## src/rtl/itfd_pkg.sv

```systemverilog
// constants for the input terminal function decoder
package itfd_pkg;
  localparam int TERM_COUNT = 6;
  localparam int CODE_W = 5;
  // function-select option codes
  localparam logic [4:0] CODE_FWD = 5'h00;
  localparam logic [4:0] CODE_REV = 5'h01;
  localparam logic [4:0] CODE_SPD0 = 5'h02;
  localparam logic [4:0] CODE_SPD3 = 5'h05;
  localparam logic [4:0] CODE_JOG = 5'h06;
  localparam logic [4:0] CODE_DCB = 5'h07;
  localparam logic [4:0] CODE_SET2 = 5'h08;
  localparam logic [4:0] CODE_RAMP2 = 5'h09;
  localparam logic [4:0] CODE_COAST = 5'h0b;
  localparam logic [4:0] CODE_EXT = 5'h0c;
  localparam logic [4:0] CODE_RESTART_BLK = 5'h0d;
  localparam logic [4:0] CODE_LOCK = 5'h0f;
  localparam logic [4:0] CODE_AIC = 5'h10;
  localparam logic [4:0] CODE_RST = 5'h12;
  localparam logic [4:0] CODE_PTC = 5'h13;
  localparam logic [4:0] CODE_UP = 5'h1b;
  localparam logic [4:0] CODE_DOWN = 5'h1c;
  // the terminal that may carry the thermistor (terminal 5)
  localparam int PTC_TERM = 4;
  // reset values of the function selects, terminals 1..6
  localparam logic [29:0] FUNC_RESET = {5'h09, 5'h12, 5'h03, 5'h02, 5'h01, 5'h00};
  localparam logic [5:0] POL_RESET = 6'h00;
  // register byte offsets
  localparam logic [7:0] OFS_FUNC0 = 8'h00;
  localparam logic [7:0] OFS_FUNC5 = 8'h14;
  localparam logic [7:0] OFS_POL = 8'h18;
  localparam logic [7:0] OFS_STATUS = 8'h1c;
  localparam logic [7:0] OFS_FAULT = 8'h20;
  // fault register fields
  localparam int FLT_EXT_BIT = 8;
  localparam int FLT_PTC_BIT = 9;
  localparam logic [7:0] FAULT_NONE = 8'h00;
  localparam logic [7:0] FAULT_EXT = 8'h0c;
  localparam logic [7:0] FAULT_PTC = 8'h23;
  // cycles the pin synchroniser needs before the restart level is valid
  localparam logic [1:0] SETTLE_CYCLES = 2'h3;
endpackage

```

## src/rtl/itfd_sync.sv

```systemverilog
// two-stage synchroniser for the terminal and thermistor pins
`timescale 1ns/1ns
`default_nettype none
module itfd_sync
  import itfd_pkg::*;
(
  input wire logic pclk,
  input wire logic presetn,
  input wire logic [7:0] pin_in,
  output logic [7:0] pin_sync
);
  typedef struct packed {
    logic [7:0] stage1;
    logic [7:0] stage2;
  } itfd_sync_st_t;

  itfd_sync_st_t st_ff;
  itfd_sync_st_t nxt_st;

  // first stage feeds only the second
  always_comb
  begin
    nxt_st = st_ff;
    nxt_st.stage1 = pin_in;
    nxt_st.stage2 = st_ff.stage1;
  end

  always_ff @(posedge pclk or negedge presetn)
  begin
    if (!presetn)
      st_ff <= '0;
    else
      st_ff <= nxt_st;
  end

  assign pin_sync = st_ff.stage2;
endmodule
`default_nettype wire

```

## src/rtl/itfd_top.sv

```systemverilog
// input terminal function decoder: apb config, polarity, function routing
//
// The implementer's own choices: the APB register port and the placing of the registers.
`timescale 1ns/1ns
`default_nettype none
module itfd_top
  import itfd_pkg::*;
(
  input wire logic pclk,
  input wire logic presetn,
  input wire logic psel,
  input wire logic penable,
  input wire logic pwrite,
  input wire logic [7:0] paddr,
  input wire logic [31:0] pwdata,
  output logic [31:0] prdata,
  output logic pready,
  output logic pslverr,
  input wire logic [5:0] terminal_in,
  input wire logic thermistor_over_temp,
  input wire logic thermistor_open,
  output logic forward_run,
  output logic reverse_run,
  output logic run_state,
  output logic [3:0] speed_select,
  output logic jog_run,
  output logic dc_brake_request,
  output logic second_motor_select,
  output logic second_ramp_select,
  output logic coast_stop,
  output logic outside_fault_trip,
  output logic thermistor_protection,
  output logic [7:0] fault_code,
  output logic power_up_restart_block,
  output logic run_resume_allowed,
  output logic parameter_write_lock,
  output logic analog_input_current_select,
  output logic reset_inverter,
  output logic motor_output_off,
  output logic remote_speed_raise,
  output logic remote_speed_lower
);
  // ----------------------------------------------------------------
  // state
  // ----------------------------------------------------------------
  typedef struct packed {
    logic [5:0][4:0] func;
    logic [5:0] pol;
    logic [31:0] rdata;
    logic fwd;
    logic rev;
    logic run;
    logic [3:0] speed;
    logic jog;
    logic dcb;
    logic set2;
    logic ramp2;
    logic coast;
    logic ext_prev;
    logic trip_ext;
    logic trip_ptc;
    logic [7:0] fcode;
    logic [1:0] settle;
    logic rblk_cap;
    logic rblk_done;
    logic lock;
    logic aic;
    logic rst;
    logic motor_off;
    logic up;
    logic down;
  } itfd_st_t;

  itfd_st_t st_ff;
  itfd_st_t nxt_st;

  // true when any terminal carries the code and is asserted
  function automatic logic fn_hit(input logic [5:0][4:0] func, input logic [5:0] q,
                                  input logic [4:0] code);
    logic r;
    r = 1'b0;
    for (int i = 0; i < TERM_COUNT; i++)
      r = r | (q[i] && func[i] == code);
    return r;
  endfunction

  // mask of terminals whose code is the reset function
  function automatic logic [5:0] fn_rst_mask(input logic [5:0][4:0] func);
    logic [5:0] m;
    m = '0;
    for (int i = 0; i < TERM_COUNT; i++)
      m[i] = (func[i] == CODE_RST);
    return m;
  endfunction

  // ----------------------------------------------------------------
  // pin synchronisation and qualification
  // ----------------------------------------------------------------
  logic [7:0] pin_sync;
  logic [5:0] term_sync;
  logic ptc_hot;
  logic ptc_open;
  logic [5:0] pol_eff;
  logic [5:0] qual;

  itfd_sync u_sync (
    .pclk(pclk),
    .presetn(presetn),
    .pin_in({thermistor_open, thermistor_over_temp, terminal_in}),
    .pin_sync(pin_sync)
  );

  assign term_sync = pin_sync[5:0];
  assign ptc_hot = pin_sync[6];
  assign ptc_open = pin_sync[7];
  // reset terminals never run inverted, even if stale polarity is left
  assign pol_eff = st_ff.pol & ~fn_rst_mask(st_ff.func);
  assign qual = term_sync ^ pol_eff;

  // ----------------------------------------------------------------
  // decoded requests
  // ----------------------------------------------------------------
  logic q_fwd;
  logic q_rev;
  logic q_jog;
  logic q_ext;
  logic q_rst;
  logic [3:0] q_speed;
  logic ptc_fault;
  logic ext_rise;

  // codes with no case below match nothing, so those levels are dropped
  assign q_fwd = fn_hit(st_ff.func, qual, CODE_FWD);
  assign q_rev = fn_hit(st_ff.func, qual, CODE_REV);
  assign q_jog = fn_hit(st_ff.func, qual, CODE_JOG);
  assign q_ext = fn_hit(st_ff.func, qual, CODE_EXT);
  assign q_rst = fn_hit(st_ff.func, qual, CODE_RST);
  always_comb
  begin
    for (int b = 0; b < 4; b++)
      q_speed[b] = fn_hit(st_ff.func, qual, CODE_SPD0 + 5'(b));
  end
  assign ptc_fault = (st_ff.func[PTC_TERM] == CODE_PTC) && (ptc_hot || ptc_open);
  assign ext_rise = q_ext && !st_ff.ext_prev;

  // ----------------------------------------------------------------
  // apb decode
  // ----------------------------------------------------------------
  logic setup;
  logic access;
  logic mapped;
  logic func_sel;
  logic [2:0] func_idx;

  assign setup = psel && !penable;
  assign access = psel && penable;
  assign func_sel = (paddr <= OFS_FUNC5) && (paddr[1:0] == 2'h0);
  assign func_idx = paddr[4:2];
  assign mapped = func_sel || paddr == OFS_POL || paddr == OFS_STATUS || paddr == OFS_FAULT;
  // zero-wait slave: read data is captured in setup, answered in access
  assign pready = 1'b1;
  assign pslverr = access && !mapped;

  // ----------------------------------------------------------------
  // next state
  // ----------------------------------------------------------------
  always_comb
  begin
    nxt_st = st_ff;
    // config writes take effect at the access edge
    if (access && pwrite && func_sel)
    begin
      nxt_st.func[func_idx] = pwdata[4:0];
      if (pwdata[4:0] == CODE_RST)
        nxt_st.pol[func_idx] = 1'b0;
    end
    if (access && pwrite && paddr == OFS_POL)
      nxt_st.pol = pwdata[5:0] & ~fn_rst_mask(st_ff.func);
    // read mux sampled during setup so prdata comes from a flop
    if (setup)
    begin
      nxt_st.rdata = '0;
      if (func_sel)
        nxt_st.rdata[4:0] = st_ff.func[func_idx];
      else if (paddr == OFS_POL)
        nxt_st.rdata[5:0] = st_ff.pol;
      else if (paddr == OFS_STATUS)
        // reverse shown masked, the same as the reverse_run pin
        nxt_st.rdata[17:0] = {st_ff.down, st_ff.up, st_ff.motor_off, st_ff.rst, st_ff.aic,
                              st_ff.lock, st_ff.rblk_cap, st_ff.coast, st_ff.ramp2,
                              st_ff.set2, st_ff.dcb, st_ff.jog, st_ff.speed,
                              st_ff.rev && !st_ff.fwd, st_ff.fwd};
      else if (paddr == OFS_FAULT)
        nxt_st.rdata[9:0] = {st_ff.trip_ptc, st_ff.trip_ext, st_ff.fcode};
    end
    // level functions follow the qualified terminals one cycle later
    nxt_st.fwd = q_fwd;
    nxt_st.rev = q_rev;
    nxt_st.jog = q_jog;
    nxt_st.speed = q_speed;
    nxt_st.dcb = fn_hit(st_ff.func, qual, CODE_DCB);
    nxt_st.set2 = fn_hit(st_ff.func, qual, CODE_SET2);
    nxt_st.ramp2 = fn_hit(st_ff.func, qual, CODE_RAMP2);
    nxt_st.coast = fn_hit(st_ff.func, qual, CODE_COAST);
    nxt_st.lock = fn_hit(st_ff.func, qual, CODE_LOCK);
    nxt_st.aic = fn_hit(st_ff.func, qual, CODE_AIC);
    nxt_st.rst = q_rst;
    nxt_st.up = fn_hit(st_ff.func, qual, CODE_UP);
    nxt_st.down = fn_hit(st_ff.func, qual, CODE_DOWN);
    // stop state whenever no run request is present
    nxt_st.run = (q_fwd || q_rev || q_jog) && !q_rst;
    // trips: a reset command clears them, but a new trip in the same cycle wins
    nxt_st.ext_prev = q_ext;
    if (q_rst)
    begin
      nxt_st.trip_ext = 1'b0;
      nxt_st.trip_ptc = 1'b0;
      nxt_st.fcode = FAULT_NONE;
    end
    if (ext_rise)
    begin
      nxt_st.trip_ext = 1'b1;
      nxt_st.fcode = FAULT_EXT;
    end
    if (ptc_fault)
    begin
      nxt_st.trip_ptc = 1'b1;
      nxt_st.fcode = FAULT_PTC;
    end
    nxt_st.motor_off = q_rst || nxt_st.coast || nxt_st.trip_ext || nxt_st.trip_ptc;
    // restart level caught once the synchroniser holds real pin values
    if (!st_ff.rblk_done)
    begin
      nxt_st.settle = st_ff.settle + 2'h1;
      if (st_ff.settle == SETTLE_CYCLES)
      begin
        nxt_st.rblk_cap = fn_hit(st_ff.func, qual, CODE_RESTART_BLK);
        nxt_st.rblk_done = 1'b1;
      end
    end
  end

  // ----------------------------------------------------------------
  // registers
  // ----------------------------------------------------------------
  always_ff @(posedge pclk or negedge presetn)
  begin
    if (!presetn)
    begin
      st_ff <= '0;
      st_ff.func <= FUNC_RESET;
      st_ff.pol <= POL_RESET;
    end
    else
      st_ff <= nxt_st;
  end

  // ----------------------------------------------------------------
  // outputs
  // ----------------------------------------------------------------
  assign prdata = st_ff.rdata;
  assign forward_run = st_ff.fwd;
  // forward wins if both directions are asked for at once
  assign reverse_run = st_ff.rev && !st_ff.fwd;
  assign run_state = st_ff.run;
  assign speed_select = st_ff.speed;
  assign jog_run = st_ff.jog;
  assign dc_brake_request = st_ff.dcb;
  assign second_motor_select = st_ff.set2;
  assign second_ramp_select = st_ff.ramp2;
  assign coast_stop = st_ff.coast;
  assign outside_fault_trip = st_ff.trip_ext;
  assign thermistor_protection = st_ff.trip_ptc;
  assign fault_code = st_ff.fcode;
  assign power_up_restart_block = st_ff.rblk_cap;
  assign run_resume_allowed = st_ff.rblk_done && !st_ff.rblk_cap;
  assign parameter_write_lock = st_ff.lock;
  assign analog_input_current_select = st_ff.aic;
  assign reset_inverter = st_ff.rst;
  assign motor_output_off = st_ff.motor_off;
  assign remote_speed_raise = st_ff.up;
  assign remote_speed_lower = st_ff.down;

  // ----------------------------------------------------------------
  // assertions
  // ----------------------------------------------------------------
  property p_fwd_follow;
    @(posedge pclk) disable iff (!presetn)
    q_fwd |=> forward_run;
  endproperty
  a_fwd_follow: assert property (p_fwd_follow) else $error("forward run missed");

  property p_speed_word;
    @(posedge pclk) disable iff (!presetn)
    1'b1 |=> speed_select == $past(q_speed);
  endproperty
  a_speed_word: assert property (p_speed_word) else $error("speed word wrong");

  property p_ext_rise;
    @(posedge pclk) disable iff (!presetn)
    (q_ext && !st_ff.ext_prev) |=> outside_fault_trip && fault_code != FAULT_NONE;
  endproperty
  a_ext_rise: assert property (p_ext_rise) else $error("external trip missed");

  property p_no_fall_trip;
    @(posedge pclk) disable iff (!presetn)
    (!outside_fault_trip && !ext_rise) |=> !outside_fault_trip;
  endproperty
  a_no_fall_trip: assert property (p_no_fall_trip) else $error("spurious trip");

  property p_trip_held;
    @(posedge pclk) disable iff (!presetn)
    (outside_fault_trip && !q_rst) |=> outside_fault_trip;
  endproperty
  a_trip_held: assert property (p_trip_held) else $error("trip lost");

  property p_rst_clear;
    @(posedge pclk) disable iff (!presetn)
    (q_rst && !ext_rise && !ptc_fault) |=> !outside_fault_trip && !thermistor_protection
      && motor_output_off && !run_state;
  endproperty
  a_rst_clear: assert property (p_rst_clear) else $error("reset did not clear");

  property p_rst_pol;
    @(posedge pclk) disable iff (!presetn)
    (st_ff.pol & fn_rst_mask(st_ff.func)) == 6'h00;
  endproperty
  a_rst_pol: assert property (p_rst_pol) else $error("reset terminal inverted");

  property p_ptc_trip;
    @(posedge pclk) disable iff (!presetn)
    ptc_fault |=> thermistor_protection ##0 motor_output_off;
  endproperty
  a_ptc_trip: assert property (p_ptc_trip) else $error("thermistor trip missed");

  property p_rblk_stable;
    @(posedge pclk) disable iff (!presetn)
    st_ff.rblk_done |=> $stable(power_up_restart_block) && st_ff.rblk_done;
  endproperty
  a_rblk_stable: assert property (p_rblk_stable) else $error("restart block moved");

  property p_coast_off;
    @(posedge pclk) disable iff (!presetn)
    coast_stop |-> motor_output_off;
  endproperty
  a_coast_off: assert property (p_coast_off) else $error("coast without output off");
endmodule
`default_nettype wire

```

## config.mk

```make
export PLATFORM = sky130hd
export DESIGN_NAME = itfd_top
export DESIGN_NICKNAME = d
export VERILOG_FILES = /design/src/rtl/itfd_pkg.sv /design/src/rtl/itfd_sync.sv /design/src/rtl/itfd_top.sv
export SDC_FILE = /design/constraint.sdc
export NUM_CORES = 1
export LEC_CHECK = 0
export BUFFER_PORTS_ARGS = -buffer_cell sky130_fd_sc_hd__buf_4
export CORE_MARGIN = 2
export CORE_UTILIZATION = 53
export CTS_CLUSTER_DIAMETER = 80
export DETAILED_ROUTE_END_ITERATION = 10
export PLACE_DENSITY_LB_ADDON = 0.1
export SETUP_SLACK_MARGIN = 0.05
export SLEW_MARGIN = 30
export SYNTH_ARGS = -nofsm -noshare
export SYNTH_HDL_FRONTEND = slang
export SYNTH_SLANG_ARGS = --single-unit
```

## constraint.sdc

```tcl
create_clock -name pclk -period 5.4 [get_ports pclk]
set_input_delay 1.08 -clock pclk [delete_from_list [all_inputs] [get_ports pclk]]
set_output_delay 1.08 -clock pclk [all_outputs]
set_load 0.005 [all_outputs]
```

# Yosys cells after proc, flatten, opt, wreduce, memory -nomap -nowiden
# Cells that the tools add are included.
[op_classes] n_addsub=1 order_cmp=3 eq_ne=108 n_mux=23 bitwise=97 n_reduce_logical=148
[ops] operator="5-bit by 4-bit == test with 1-bit output, second input constant" count=36
[ops] operator="5-bit == test, second input constant" count=26
[ops] operator="1-bit logical AND" count=121
[ops] operator="5-bit by 3-bit == test with 1-bit output, second input constant" count=24
[ops] operator="1-bit OR" count=90
[ops] operator="5-bit by 2-bit == test with 1-bit output, second input constant" count=12
[ops] operator="30-bit bitwise mux" count=1
[ops] operator="5-bit by 1-bit == test with 1-bit output, second input constant" count=6
[ops] operator="5-bit zero test" count=6
[ops] operator="10-bit two-way mux" count=3
[ops] operator="6-bit two-way mux" count=4
[ops] operator="6-bit bitwise AND" count=3
[ops] operator="8-bit by 5-bit == test with 1-bit output, second input constant" count=2
[ops] operator="8-bit two-way mux" count=2
[ops] operator="5-bit binary-select mux with 3-bit select" count=1
[ops] operator="5-bit demux with 3-bit select" count=1
[ops] operator="5-bit two-way mux" count=3
[ops] operator="13-bit two-way mux" count=1
[ops] operator="12-bit two-way mux" count=1
[ops] operator="6-bit inverter" count=2
[ops] operator="1-bit logical OR" count=9
[ops] operator="9-bit two-way mux" count=1
[ops] operator="8-bit by 6-bit == test with 1-bit output, second input constant" count=1
[ops] operator="8-bit by 5-bit <= comparator with 1-bit output, second input constant" count=1
[ops] operator="13 further kinds" count=23
[word_totals] register_bits=103 elab_cells=412

# Depth between registers and ports, before layout
# Gate-level depths: netlist of the first run.
[logic_depth] ltp_word=14 ltp_mapped=8

# Cells and area by module
# From an unflattened synthesis of the first run, not the netlist that was laid out.
[hier_totals] cells_unflattened=564 area_unflattened_um2=5529.1
[by_module_without_submodules] module="itfd_top" instances=1 cells_each=548 area_per_inst_um2=5128.7 seq_area_each_um2=2037.0
[by_module_without_submodules] module="itfd_sync" instances=1 cells_each=16 area_per_inst_um2=400.4 seq_area_each_um2=400.4

# Worst setup path after synthesis of the first run
# OpenSTA, ideal clock, no wires.
[synth_path] kind="input port to output port" start="in paddr[6]" end="out pslverr" arrival_time_ps=2345 path_slack_ps=1975 cell_stages=5 cell_sequence="or4_1 -> clkbuf_1 -> nor2_1 -> clkbuf_1 -> nor3_1"
[synth_between] elab_chain_cells=7
[synth_lines] item="start, declared" line="itfd_top.sv:14" text="input wire logic [7:0] paddr,"
[synth_lines] item="8-bit by 5-bit <= comparator with 1-bit output" line="itfd_top.sv:157" text="assign func_sel = (paddr <= OFS_FUNC5) && (paddr[1:0] == 2'h0);"
[synth_lines] item="1-bit logical AND" line="itfd_top.sv:157"
[synth_lines] item="1-bit logical OR (2 in a row)" line="itfd_top.sv:159" text="assign mapped = func_sel || paddr == OFS_POL || paddr == OFS_STATUS || paddr == OFS_FAULT;"
[synth_lines] item="1-bit logical OR (*)" line="itfd_top.sv:159"
[synth_lines] item="1-bit zero test (*)" line="itfd_top.sv:162" text="assign pslverr = access && !mapped;"
[synth_lines] item="1-bit logical AND (*)" line="itfd_top.sv:162"
[synth_lines] item="end, declared" line="itfd_top.sv:18" text="output logic pslverr,"
# Mark *: on every way between the ends. The rest lies on a longest branch, timed or not.

# Worst setup path in the final report of the first run
# Ends and elaborated chain as after synthesis.

==> metrics.md, run 1 <==
| Metric | Value |
|---|---|
| Die ar. | `between 10000 and 15000 um2` |
| Drt first pass iters | `5` |
| Share of layout cells above drive strength 1 | `between 20% and 30%` |
| Post-route cell area | `~6000 um2` |
| Die Y | `105 um` |
| Final setup violating endpoints | `0` |
| Lkg Pwr | `roughly 2.7 nW` |
| Fillers | `around 850` |
| Fmax | `between 0.2 and 0.3 GHz` |
| Setup Skew | `14.8 ps` |
| Setup CP Type | `input pin to output port` |
| Most common cell on crit path | `buf_4` |
| Die X | `approximately 110 um` |
| Synthesis Warnings | `0` |
| Rows | `36` |
| Sequential area share after synthesis | `44.8%` |
| Reg-to-reg startpoint | `st_ff[67]` |
| Diode count | `0` |
| Cell taking the most area after synthesis | `dfrtp_1` |
| Final wirelength | `16100 um` |
| Global route overflow | `0` |
| Worst-Skew Late Latency | `between 300 and 400 ps` |
| Core Area | `slightly below 10000 um2` |
| Count of different cell masters after synthesis | `59` |
| GRT Total Usage | `approximately 30%` |
| Number of buffers added on ports | `around 70` |
| First-pass GRT wire length | `~25000 um` |
| Gpl congestion | `1.01` |
| Slew @ Worst Pin | `approximately 900 ps` |
| Initial Util | `between 50% and 60%` |
| Arrival @ worst endpoint | `between 2000 and 3000 ps` |
| Post-synth top cells | `89 x dfrtp_1, 53 x nand2_1, 51 x nor2_1, 46 x buf_4, 37 x nand3_1` |
| Starting DRT DRC Count | `between 400 and 500` |
| Overall power | `about 0.0014 W` |
| Mapped cell area | `between 5000 and 6000 um2` |
| Antenna viol nets, final | `0` |
| H-tree depth | `3` |
| HP Start | `u_sync.nxt_st[5]` |
| Top Ports | `around 120` |
| Finished Layout Cells | `~730` |
| Final Hold Fails | `0` |
| Max-slew violations | `0` |
| Vias | `4623` |
| CTS max path bufs | `2` |
| CP Max Fanout | `10` |
| Final min period | `3670 ps` |
| Hold WC Path Type | `register to register` |
| Crit-path max cell delay | `about 650 ps` |
| Clk root buf | `clkbuf_8` |
| Worst slew margin | `about two fifths` |
| Placed inst area | `between 5000 and 6000 um2` |
| Crit-path cells | `buf_4 > or4_1 > nor2_1 > buf_4 > nor3_1 > buf_4` |
| CTS tree | `yes` |
| Crit share post-route | `between 60 and 70%` |
| Critical path launch point type | `input pin` |
| FF+latch count, synth | `slightly below 100` |
| Mean post-synth cell area | `slightly below 10 um2` |
| R2R Path End | `run_state` |
| Initial antenna violation count | `0` |
| Vias in the first global route | `approximately 4300` |
| Worst VDD drop | `roughly 0.17 mV` |
| Critical Path Start | `paddr[6]` |
| RSZ-0062 raised after global routing | `no` |
| WL per Instance | `~22 um` |
| Most frequent cell after synthesis | `dfrtp_1` |
| P&R area growth vs syn | `10.4%` |
| DRC viols | `0` |
| Slowest CP cell | `or4_1` |
| Post-synth top area share | `between 40 and 50%` |
| Setup crit end kind | `output port` |
| Hold path depth | `0` |
| DP HPWL | `roughly 12000 um` |
| Reg2Reg Depth | `5` |
| Asr flop ratio synth | `between 90% and 100%` |
| Status | `completed` |
| TritonCTS buffer count | `9` |
| Req. time, crit path | `approximately 4300 ps` |
| Max_cap viols | `0` |
| Clk pin slew, worst setup/hold paths | `110 ps` |
| Main flop type after synthesis | `dfrtp_1` |
| PwrDens | `around 230 nW/um2` |
| Final TNS setup | `0 ps` |
| CP bufs+invs | `3` |
| R2R setup slack | `a little over 3000 ps` |
| Register Area | `2440 um2` |
| Number of clock sinks | `a little under 100` |
| Post-synth EDFFs | `0` |
| Largest net degree at the start of global routing | `57` |
| Post-CTS setup repair buffer count | `0` |
| Top cells by area, synth | `dfrtp_1 41%, buf_4 6.3%, mux2_2 6.0%` |
| Hold buffer count at CTS | `0` |
| Worst Hold End | `u_sync.pin_sync[5]` |
| Placed insts | `slightly above 700` |
| Post-CTS resize count | `0` |
| Area of the multi-input gates | `2600 um2` |
| Drt via density | `between 6 and 7` |
| Synthesized instance count | `approximately 560` |
| CP top delay family | `simple AND/OR/NAND/NOR gates` |
| Fin nets | `647` |
-- registers in the layout, summed over array words and instances (netlist names), 2 cells and up --
signal           count
speed_select         4
prdata              18
fault_code           2
u_sync.pin_sync      8
u_sync.nxt_st        8
st_ff               41
-- power by group --
part,leakage [nW],internal (W),switching (W)
Sequential,1.24,0.000752,0.0000260
Clock,0.101,0.000183,0.000284
Combinational,1.35,0.0000633,0.0000857
Total,2.69,0.000998,0.000396
-- area by class of cell --
cell class              count  area share [%]
multi-input cells         399            43.3
flip-flops and latches     97            40.6
repair buffers             75            9.37
well taps                 133            2.77
clock buffers               9            2.06
clock inverters             7            1.23
inverters                  11           0.687
-- cells by family after synthesis --
kind of cell    share of synthesized area (%)
simple gates                             23.6
flops                                    44.8
compound gates                           11.3
buf+inv                                  8.88
mux                                      9.40
xor+xnor                                 1.61
other cells                             0.138
fa+ha+maj                               0.230
-- per-stage QoR --
stage	setup slack [ps]	hold slack (ps)	util [%]
floorplan	1970	331	-
global placement	1780	333	58.8
detailed placement	1740	335	58.8
CTS	1730	360	60.8
global route	1650	371	60.9
finish	1730	360	60.9
-- worst reg2reg max path, stage by stage (launching register included) --
cell and delay, ps:
dfrtp_1 480, xnor2_1 350, or4_1 310, nor3_1 70, or4b_2 710, o31a_1 320
-- worst max path at each step --
stage | slack, ps | to | cells past startpoint
2_1_floorplan | 1970 | pslverr | 5
3_3_place_gp | 1780 | pslverr | 6
3_5_place_dp | 1740 | pslverr | 6
4_1_cts | 1730 | pslverr | 6
5_1_grt | 1650 | pslverr | 6
6_report | 1730 | pslverr | 6
-- layer usage --
layer / global-route usage (%) / wire [um] / vias up
met3: 8.04 / 1450 / 57
met2: 46.0 / 7390 / 267
li1: - / - / 2038
met1: 40.2 / 6670 / 2261
met4: 10.9 / 582 / 0
met5: 0 / 0 / -
-- cells in the final DEF, fill, tap and decap left out, drive strengths merged, types with 6 or more instances in the layout --
cell type   n
nand3b     13
or4        11
mux4        6
nand3      37
dfrtp      89
inv        15
nand2      53
clkbuf      9
buf        75
nand2b     11
o21ai      20
nor2b       7
nor3       12
mux2       29
o22a        7
conb       18
a21oi       6
o22ai      14
nand4       8
dfstp       8
nor2       53
nor4        6
No activity file was read; power rests on OpenSTA's default activity.
==> run 2, diff against run 1 <==
Settings changed: CORE_UTILIZATION 53 to 50.
Clock period 5.4 ns to 2.99 ns, I/O delays scaled along.
==> run 2 against run 1 <==
Against the previous run:
- utilization down 4.2 points
- global-route usage down 0.80 points
- critical path depth up 1
- critical endpoint unchanged
- register-to-register slack worse by 2500 ps
- combinational power up 81%
- sequential power up 80%
==> metrics.md, run 2 (same netlist as run 1, synthesis figures left out) <==
| Metric | Value |
|---|---|
| Die Y | `108 um (+2.8%)` |
| Rows | `38 (+5.6%)` |
| Max-slew violations | `0 (unchanged)` |
| Placed inst area | `5870 um2 (+1.1%)` |
| Gpl congestion | `1.05 (+3.1%)` |
| Clock group share of total power | `36.0% (+2.5 points)` |
| Post-CTS resize count | `0 (unchanged)` |
| Detail Route met3 WL | `1340 um (-7.3%)` |
| Worst VDD drop | `0.257 mV (+49%)` |
| Drt via density | `6.14 (-3.0%)` |
| CP bufs+invs | `3 (unchanged)` |
| Post-CTS setup repair buffer count | `0 (unchanged)` |
| Switch Pwr | `0.000725 W (+83%)` |
| Register share of total power | `53.7% (-2.1 points)` |
| Slowest CP cell | `or4_1` |
| Number of clock sinks | `97 (unchanged)` |
| Most common cell on crit path | `buf_4` |
| Initial Util | `50.6% (-4.5 points)` |
| Lkg Pwr | `2.74 nW (+1.8%)` |
| WL per Instance | `21.8 um (-1.0%)` |
| Worst-Skew Late Latency | `380 ps (about the same)` |
| Req. time, crit path | `2390 ps (-1930 ps)` |
| Crit-path max cell delay | `550 ps (-100 ps)` |
| Fillers | `984 (+16%)` |
| Setup CP Type | `input pin to output port` |
| Largest net degree at the start of global routing | `52 (-8.8%)` |
| Final Hold Fails | `0 (unchanged)` |
| Reg-to-reg startpoint | `st_ff[67]` |
| Top layer in use | `met4` |
| DRC viols | `0 (unchanged)` |
| Fin nets | `654 (+1.1%)` |
| H-tree depth | `3 (unchanged)` |
| Switching share of power | `27.7% (-0.68 points)` |
| Share of layout cells above drive strength 1 | `26.0% (+0.70 points)` |
| Clk pin slew, worst setup/hold paths | `110 ps (about the same)` |
| Final min period | `~2700 ps` |
| Antenna viol nets, final | `0 (unchanged)` |
| PwrDens | `429 nW/um2 (+85%)` |
| Crit-path cells | `buf_4 > or4_1 > buf_4 > nor2_1 > and3_1 > nor3_1 > buf_4` |
| Max_cap viols | `0 (unchanged)` |
| Diode count | `0 (unchanged)` |
| Core Area | `10700 um2 (+8.9%)` |
| Status | `completed` |
| Post-route cell area | `6090 um2 (+1.4%)` |
| Number of flip-flops in the largest register | `41 (unchanged)` |
| Crit share post-route | `about nine tenths` |
| Arrival @ worst endpoint | `2090 ps (-500 ps)` |
| Slew @ Worst Pin | `680 ps (-223 ps)` |
| Worst slew margin | `54.3% (+15 points)` |
| Comb pwr share | `10.3% (-0.4 points)` |
| Vias | `4571 (-1.1%)` |
| Number of buffers added on ports | `72 (unchanged)` |
| Final TNS setup | `0 ps (unchanged)` |
| Critical path launch point type | `input pin` |
| Setup crit end kind | `output port` |
| Starting DRT DRC Count | `420 (-8.5%)` |
| CTS tree | `yes` |
| First-pass GRT wire length | `24900 um (-0.44%)` |
| Most frequent cells in the layout | `89 x dfrtp_1, 81 x buf_4, 53 x nand2_1, 51 x nor2_1, 37 x nand3_1` |
| Critical Path Start | `paddr[6]` |
| Setup Skew | `10.8 ps (-3.93 ps)` |
| Top reg by flops | `st_ff` |
| GRT Total Usage | `28.9% (-0.80 points)` |
| DP HPWL | `12400 um (+4.2%)` |
| Most common cell after layout, fill and taps aside | `dfrtp_1` |
| Initial antenna violation count | `0 (unchanged)` |
| Clk root buf | `clkbuf_8` |
| TritonCTS buffer count | `9 (unchanged)` |
| Fmax | `0.373 GHz` |
| P&R area growth vs syn | `11.9%` |
| CP top delay family | `simple AND/OR/NAND/NOR gates` |
| Internal power | `0.00189 W (+89%)` |
| Final setup violating endpoints | `0 (unchanged)` |
| Die ar. | `11700 um2 (+5.8%)` |
| M1 WL | `6910 um (+3.6%)` |
| Final wirelength | `16200 um (+0.86%)` |
| RSZ-0062 raised after global routing | `no` |
| Hold buffer count at CTS | `0 (unchanged)` |
| CP Max Fanout | `5 (-5)` |
| Die X | `108 um (+2.8%)` |
| Global route overflow | `0 (unchanged)` |
| Routed wl met2 | `7470 um (+1.0%)` |
| Drt first pass iters | `5 (unchanged)` |
| CTS max path bufs | `2 (unchanged)` |
| Hold WC Path Type | `input pin to async pin` |
| Vias in the first global route | `4354 (+0.32%)` |
| Top Ports | `117 (unchanged)` |
## run 2: final cells by class
cell class / instances / area [um2] / area share, %
Clock buffer: 9 / 124 / 2.03
Timing Repair Buffer: 82 / 628 / 10.3
Multi-Input combinational cell: 399 / 2590 / 42.5
Tap cell: 140 / 175 / 2.88
Inverter: 11 / 41.3 / 0.678
Clock inverter: 7 / 97.6 / 1.60
Sequential cell: 97 / 2440 / 40.0
## run 2: final timing paths
kind                                 endpoint  slack (ps)  depth (start not counted)
hold / removal                      prdata[0]         210                          1
hold reg to reg            u_sync.pin_sync[5]         360                          0
min in group pclk            u_sync.nxt_st[2]         310                          1
max in group asynchronous           st_ff[92]        2050                          2
setup reg to reg                    run_state         560                          5
setup / recovery                      pslverr         310                          7
## run 2: routing by layer
metal  vias to the layer above  track usage [%]
met5                         -                0
met4                         0             12.1
met3                        42             6.33
met2                       249             45.8
met1                      2229             38.7
li1                       2051                -
## run 2: power by group through the flow
stage          clock network [W]  registers, W  logic (W)
2_1_floorplan                  0       0.00141   0.000170
3_3_place_gp                   0       0.00143   0.000266
3_5_place_dp                   0       0.00143   0.000268
4_1_cts                 0.000956       0.00140   0.000269
5_1_grt                  0.00101       0.00141   0.000297
6_report                0.000941       0.00140   0.000270
## run 2: stage by stage
| stage | hold WS [ps] | utilization, % | power (W) | std cells | setup slack [ps] |
|---|---|---|---|---|---|
| floorplan | 302 | - | 0.00158 | 578 | 420 |
| global placement | 333 | 54.6 | 0.00169 | 729 | 215 |
| detailed placement | 335 | 54.6 | 0.00170 | 729 | 184 |
| CTS | 226 | 56.7 | 0.00263 | 745 | 316 |
| global route | 250 | 56.7 | 0.00272 | 745 | 180 |
| finish | 207 | 56.7 | 0.00262 | 745 | 306 |
==> run 3, diff against run 2 <==
Settings changed: CORE_UTILIZATION 50 to 53, CTS_BUF_LIST from default to sky130_fd_sc_hd__clkbuf_4 sky130_fd_sc_hd__clkbuf_8.
Clock period 2.99 ns to 2.8 ns, I/O delays scaled along.
==> run 3 against run 2 <==
Against the previous run:
- non-clock buffer count rose by 4
- register-to-register slack got worse by 70 ps
- clock power fell by 1%
- utilization rose by 5.3 points
- sequential share of layout area fell by 0.13 points
- critical path depth did not move
- count of clock-buffer cells in the layout did not move
- highest routed layer unchanged
- design area rose by 0.33%
- sequential cell count did not move
- largest cell class unchanged
- largest power group unchanged
==> metrics.md, run 3 (same netlist as run 1, synthesis figures left out) <==
| Metric | Value |
|---|---|
| Die Y | `105 um (-2.8%)` |
| Most common cell after layout, fill and taps aside | `dfrtp_1` |
| Worst slew margin | `54.1% (-0.16 points)` |
| PwrDens | `445 nW/um2 (+3.7%)` |
| Slew @ Worst Pin | `687 ps (+6.86 ps)` |
| Gpl congestion | `1.02 (-2.1%)` |
| Switch Pwr | `0.000723 W (-0.35%)` |
| Crit share post-route | `between 90% and 100%` |
| Die ar. | `11100 um2 (-5.5%)` |
| Number of buffers added on ports | `72 (unchanged)` |
| Lkg Pwr | `2.76 nW (+0.70%)` |
| Number of flip-flops in the largest register | `41 (unchanged)` |
| Clock group share of total power | `34.2% (-1.8 points)` |
| H-tree depth | `3 (unchanged)` |
| Hold WC Path Type | `input pin to async pin` |
| Min Hold Slack | `194 ps (-13.0 ps)` |
| Status | `completed` |
| Initial Util | `55.2% (+4.5 points)` |
| Internal power | `0.00200 W (+5.7%)` |
| R2R setup slack | `490 ps (-70 ps)` |
| Starting DRT DRC Count | `422 (+0.48%)` |
| Top Ports | `117 (unchanged)` |
| P&R area growth vs syn | `12.3%` |
| Number of clock sinks | `97 (unchanged)` |
| Fin nets | `658 (+0.61%)` |
| Fmax | `approximately 0.39 GHz` |
| Max-slew violations | `0 (unchanged)` |
| Diode count | `0 (unchanged)` |
| Setup CP Type | `input pin to output port` |
| Req. time, crit path | `2240 ps (-150 ps)` |
| WL per Instance | `21.4 um (-1.7%)` |
| Most frequent cells in the layout | `89 x dfrtp_1, 84 x buf_4, 53 x nand2_1, 51 x nor2_1, 37 x nand3_1` |
| Core Area | `9860 um2 (-8.2%)` |
| Critical Path End | `pslverr` |
| Global route overflow | `0 (unchanged)` |
| Initial antenna violation count | `0 (unchanged)` |
| TritonCTS buffer count | `9 (unchanged)` |
| Largest net degree at the start of global routing | `98 (+88%)` |
| CP Max Fanout | `5 (unchanged)` |
| Critical Path Start | `paddr[6]` |
| Top reg by flops | `st_ff` |
| Die X | `105 um (-2.8%)` |
| Worst-Skew Late Latency | `380 ps (about the same)` |
| Drt via density | `6.26 (+2.1%)` |
| Register share of total power | `55.1% (+1.4 points)` |
| Setup Skew | `16.7 ps (+5.86 ps)` |
| Post-CTS resize count | `0 (unchanged)` |
| DRC viols | `0 (unchanged)` |
| RSZ-0062 raised after global routing | `no` |
| Arrival @ worst endpoint | `2030 ps (-60 ps)` |
| Comb pwr share | `10.7% (+0.4 points)` |
| First-pass GRT wire length | `24600 um (-1.6%)` |
| Final Hold Fails | `0 (unchanged)` |
| Setup crit end kind | `output port` |
| Clk pin slew, worst setup/hold paths | `110 ps (about the same)` |
| DP HPWL | `12000 um (-3.6%)` |
| Final min period | `2590 ps` |
| Critical path launch point type | `input pin` |
| Final TNS setup | `0 ps (unchanged)` |
| Post-CTS setup repair buffer count | `0 (unchanged)` |
| Hold buffer count at CTS | `0 (unchanged)` |
| Clk root buf | `clkbuf_8` |
| Vias | `4646 (+1.6%)` |
| Switching share of power | `26.6% (-1.2 points)` |
| Vias in the first global route | `4343 (-0.25%)` |
| Share of layout cells above drive strength 1 | `26.6% (+0.65 points)` |
| Final setup violating endpoints | `0 (unchanged)` |
| GRT Total Usage | `29.2% (+0.24 points)` |
| Max_cap viols | `0 (unchanged)` |
| R2R Path End | `run_state` |
| CTS tree | `yes` |
| Drt first pass iters | `7 (+2)` |
| CTS max path bufs | `2 (unchanged)` |
| Rows | `36 (-5.3%)` |
| Reg2Reg Depth | `5 (unchanged)` |
| Final wirelength | `15900 um (-2.1%)` |
| Worst VDD drop | `0.311 mV (+21%)` |
| Antenna viol nets, final | `0 (unchanged)` |
| Reg-to-reg startpoint | `st_ff[69]` |
-- run 3: cell type report --
cell class / instances / area, um2
fill: 822 / 3750
sequential: 97 / 2440
multi-input combinational: 399 / 2590
clock inverter: 7 / 77.6
clock buffer: 9 / 124
inverter: 11 / 41.3
timing repair buffer: 86 / 671
tap: 133 / 166
-- run 3: stage by stage --
stage          total power [W]  instances  util, %  worst slack [ps]  area [um2]
2_1_floorplan          0.00169        578        -               268        5500
3_3_place_gp           0.00181        726     59.8               116        5900
3_5_place_dp           0.00181        726     59.9               108        5910
4_1_cts                0.00274        742     61.9               218        6110
5_1_grt                0.00284        742     61.9               137        6110
6_report               0.00272        742     61.9               212        6110
-- run 3: routing by layer --
layer	global-route usage, %	routed length, um	vias up
li1	-	-	2056
met1	39.9	6590	2251
met2	45.5	7240	287
met3	6.18	1500	52
met4	11.5	556	0
met5	0	0	-
-- run 3: worst min path at each step --
stage | startpoint | slack, ps | end | cells after the start
2_1_floorplan | presetn | 260 | analog_input_current_select | 0
3_3_place_gp | u_sync.nxt_st[5] | 330 | u_sync.pin_sync[5] | 0
3_5_place_dp | u_sync.nxt_st[7] | 330 | u_sync.pin_sync[7] | 0
4_1_cts | presetn | 240 | prdata[5] | 2
5_1_grt | presetn | 250 | prdata[2] | 2
6_report | presetn | 190 | prdata[5] | 2
-- run 3: critical path, stage by stage --
cell,delay (ps)
buf_4,100
or4_1,540
buf_4,170
nor2_1,150
and3_1,270
nor3_1,90
buf_4,140
-- run 3: power by group through the flow --
stage          clock network, W  logic (W)  registers (W)
2_1_floorplan                 0   0.000181        0.00151
3_3_place_gp                  0   0.000284        0.00152
3_5_place_dp                  0   0.000288        0.00153
4_1_cts                0.000950   0.000290        0.00150
5_1_grt                 0.00102   0.000317        0.00151
6_report               0.000931   0.000290        0.00150
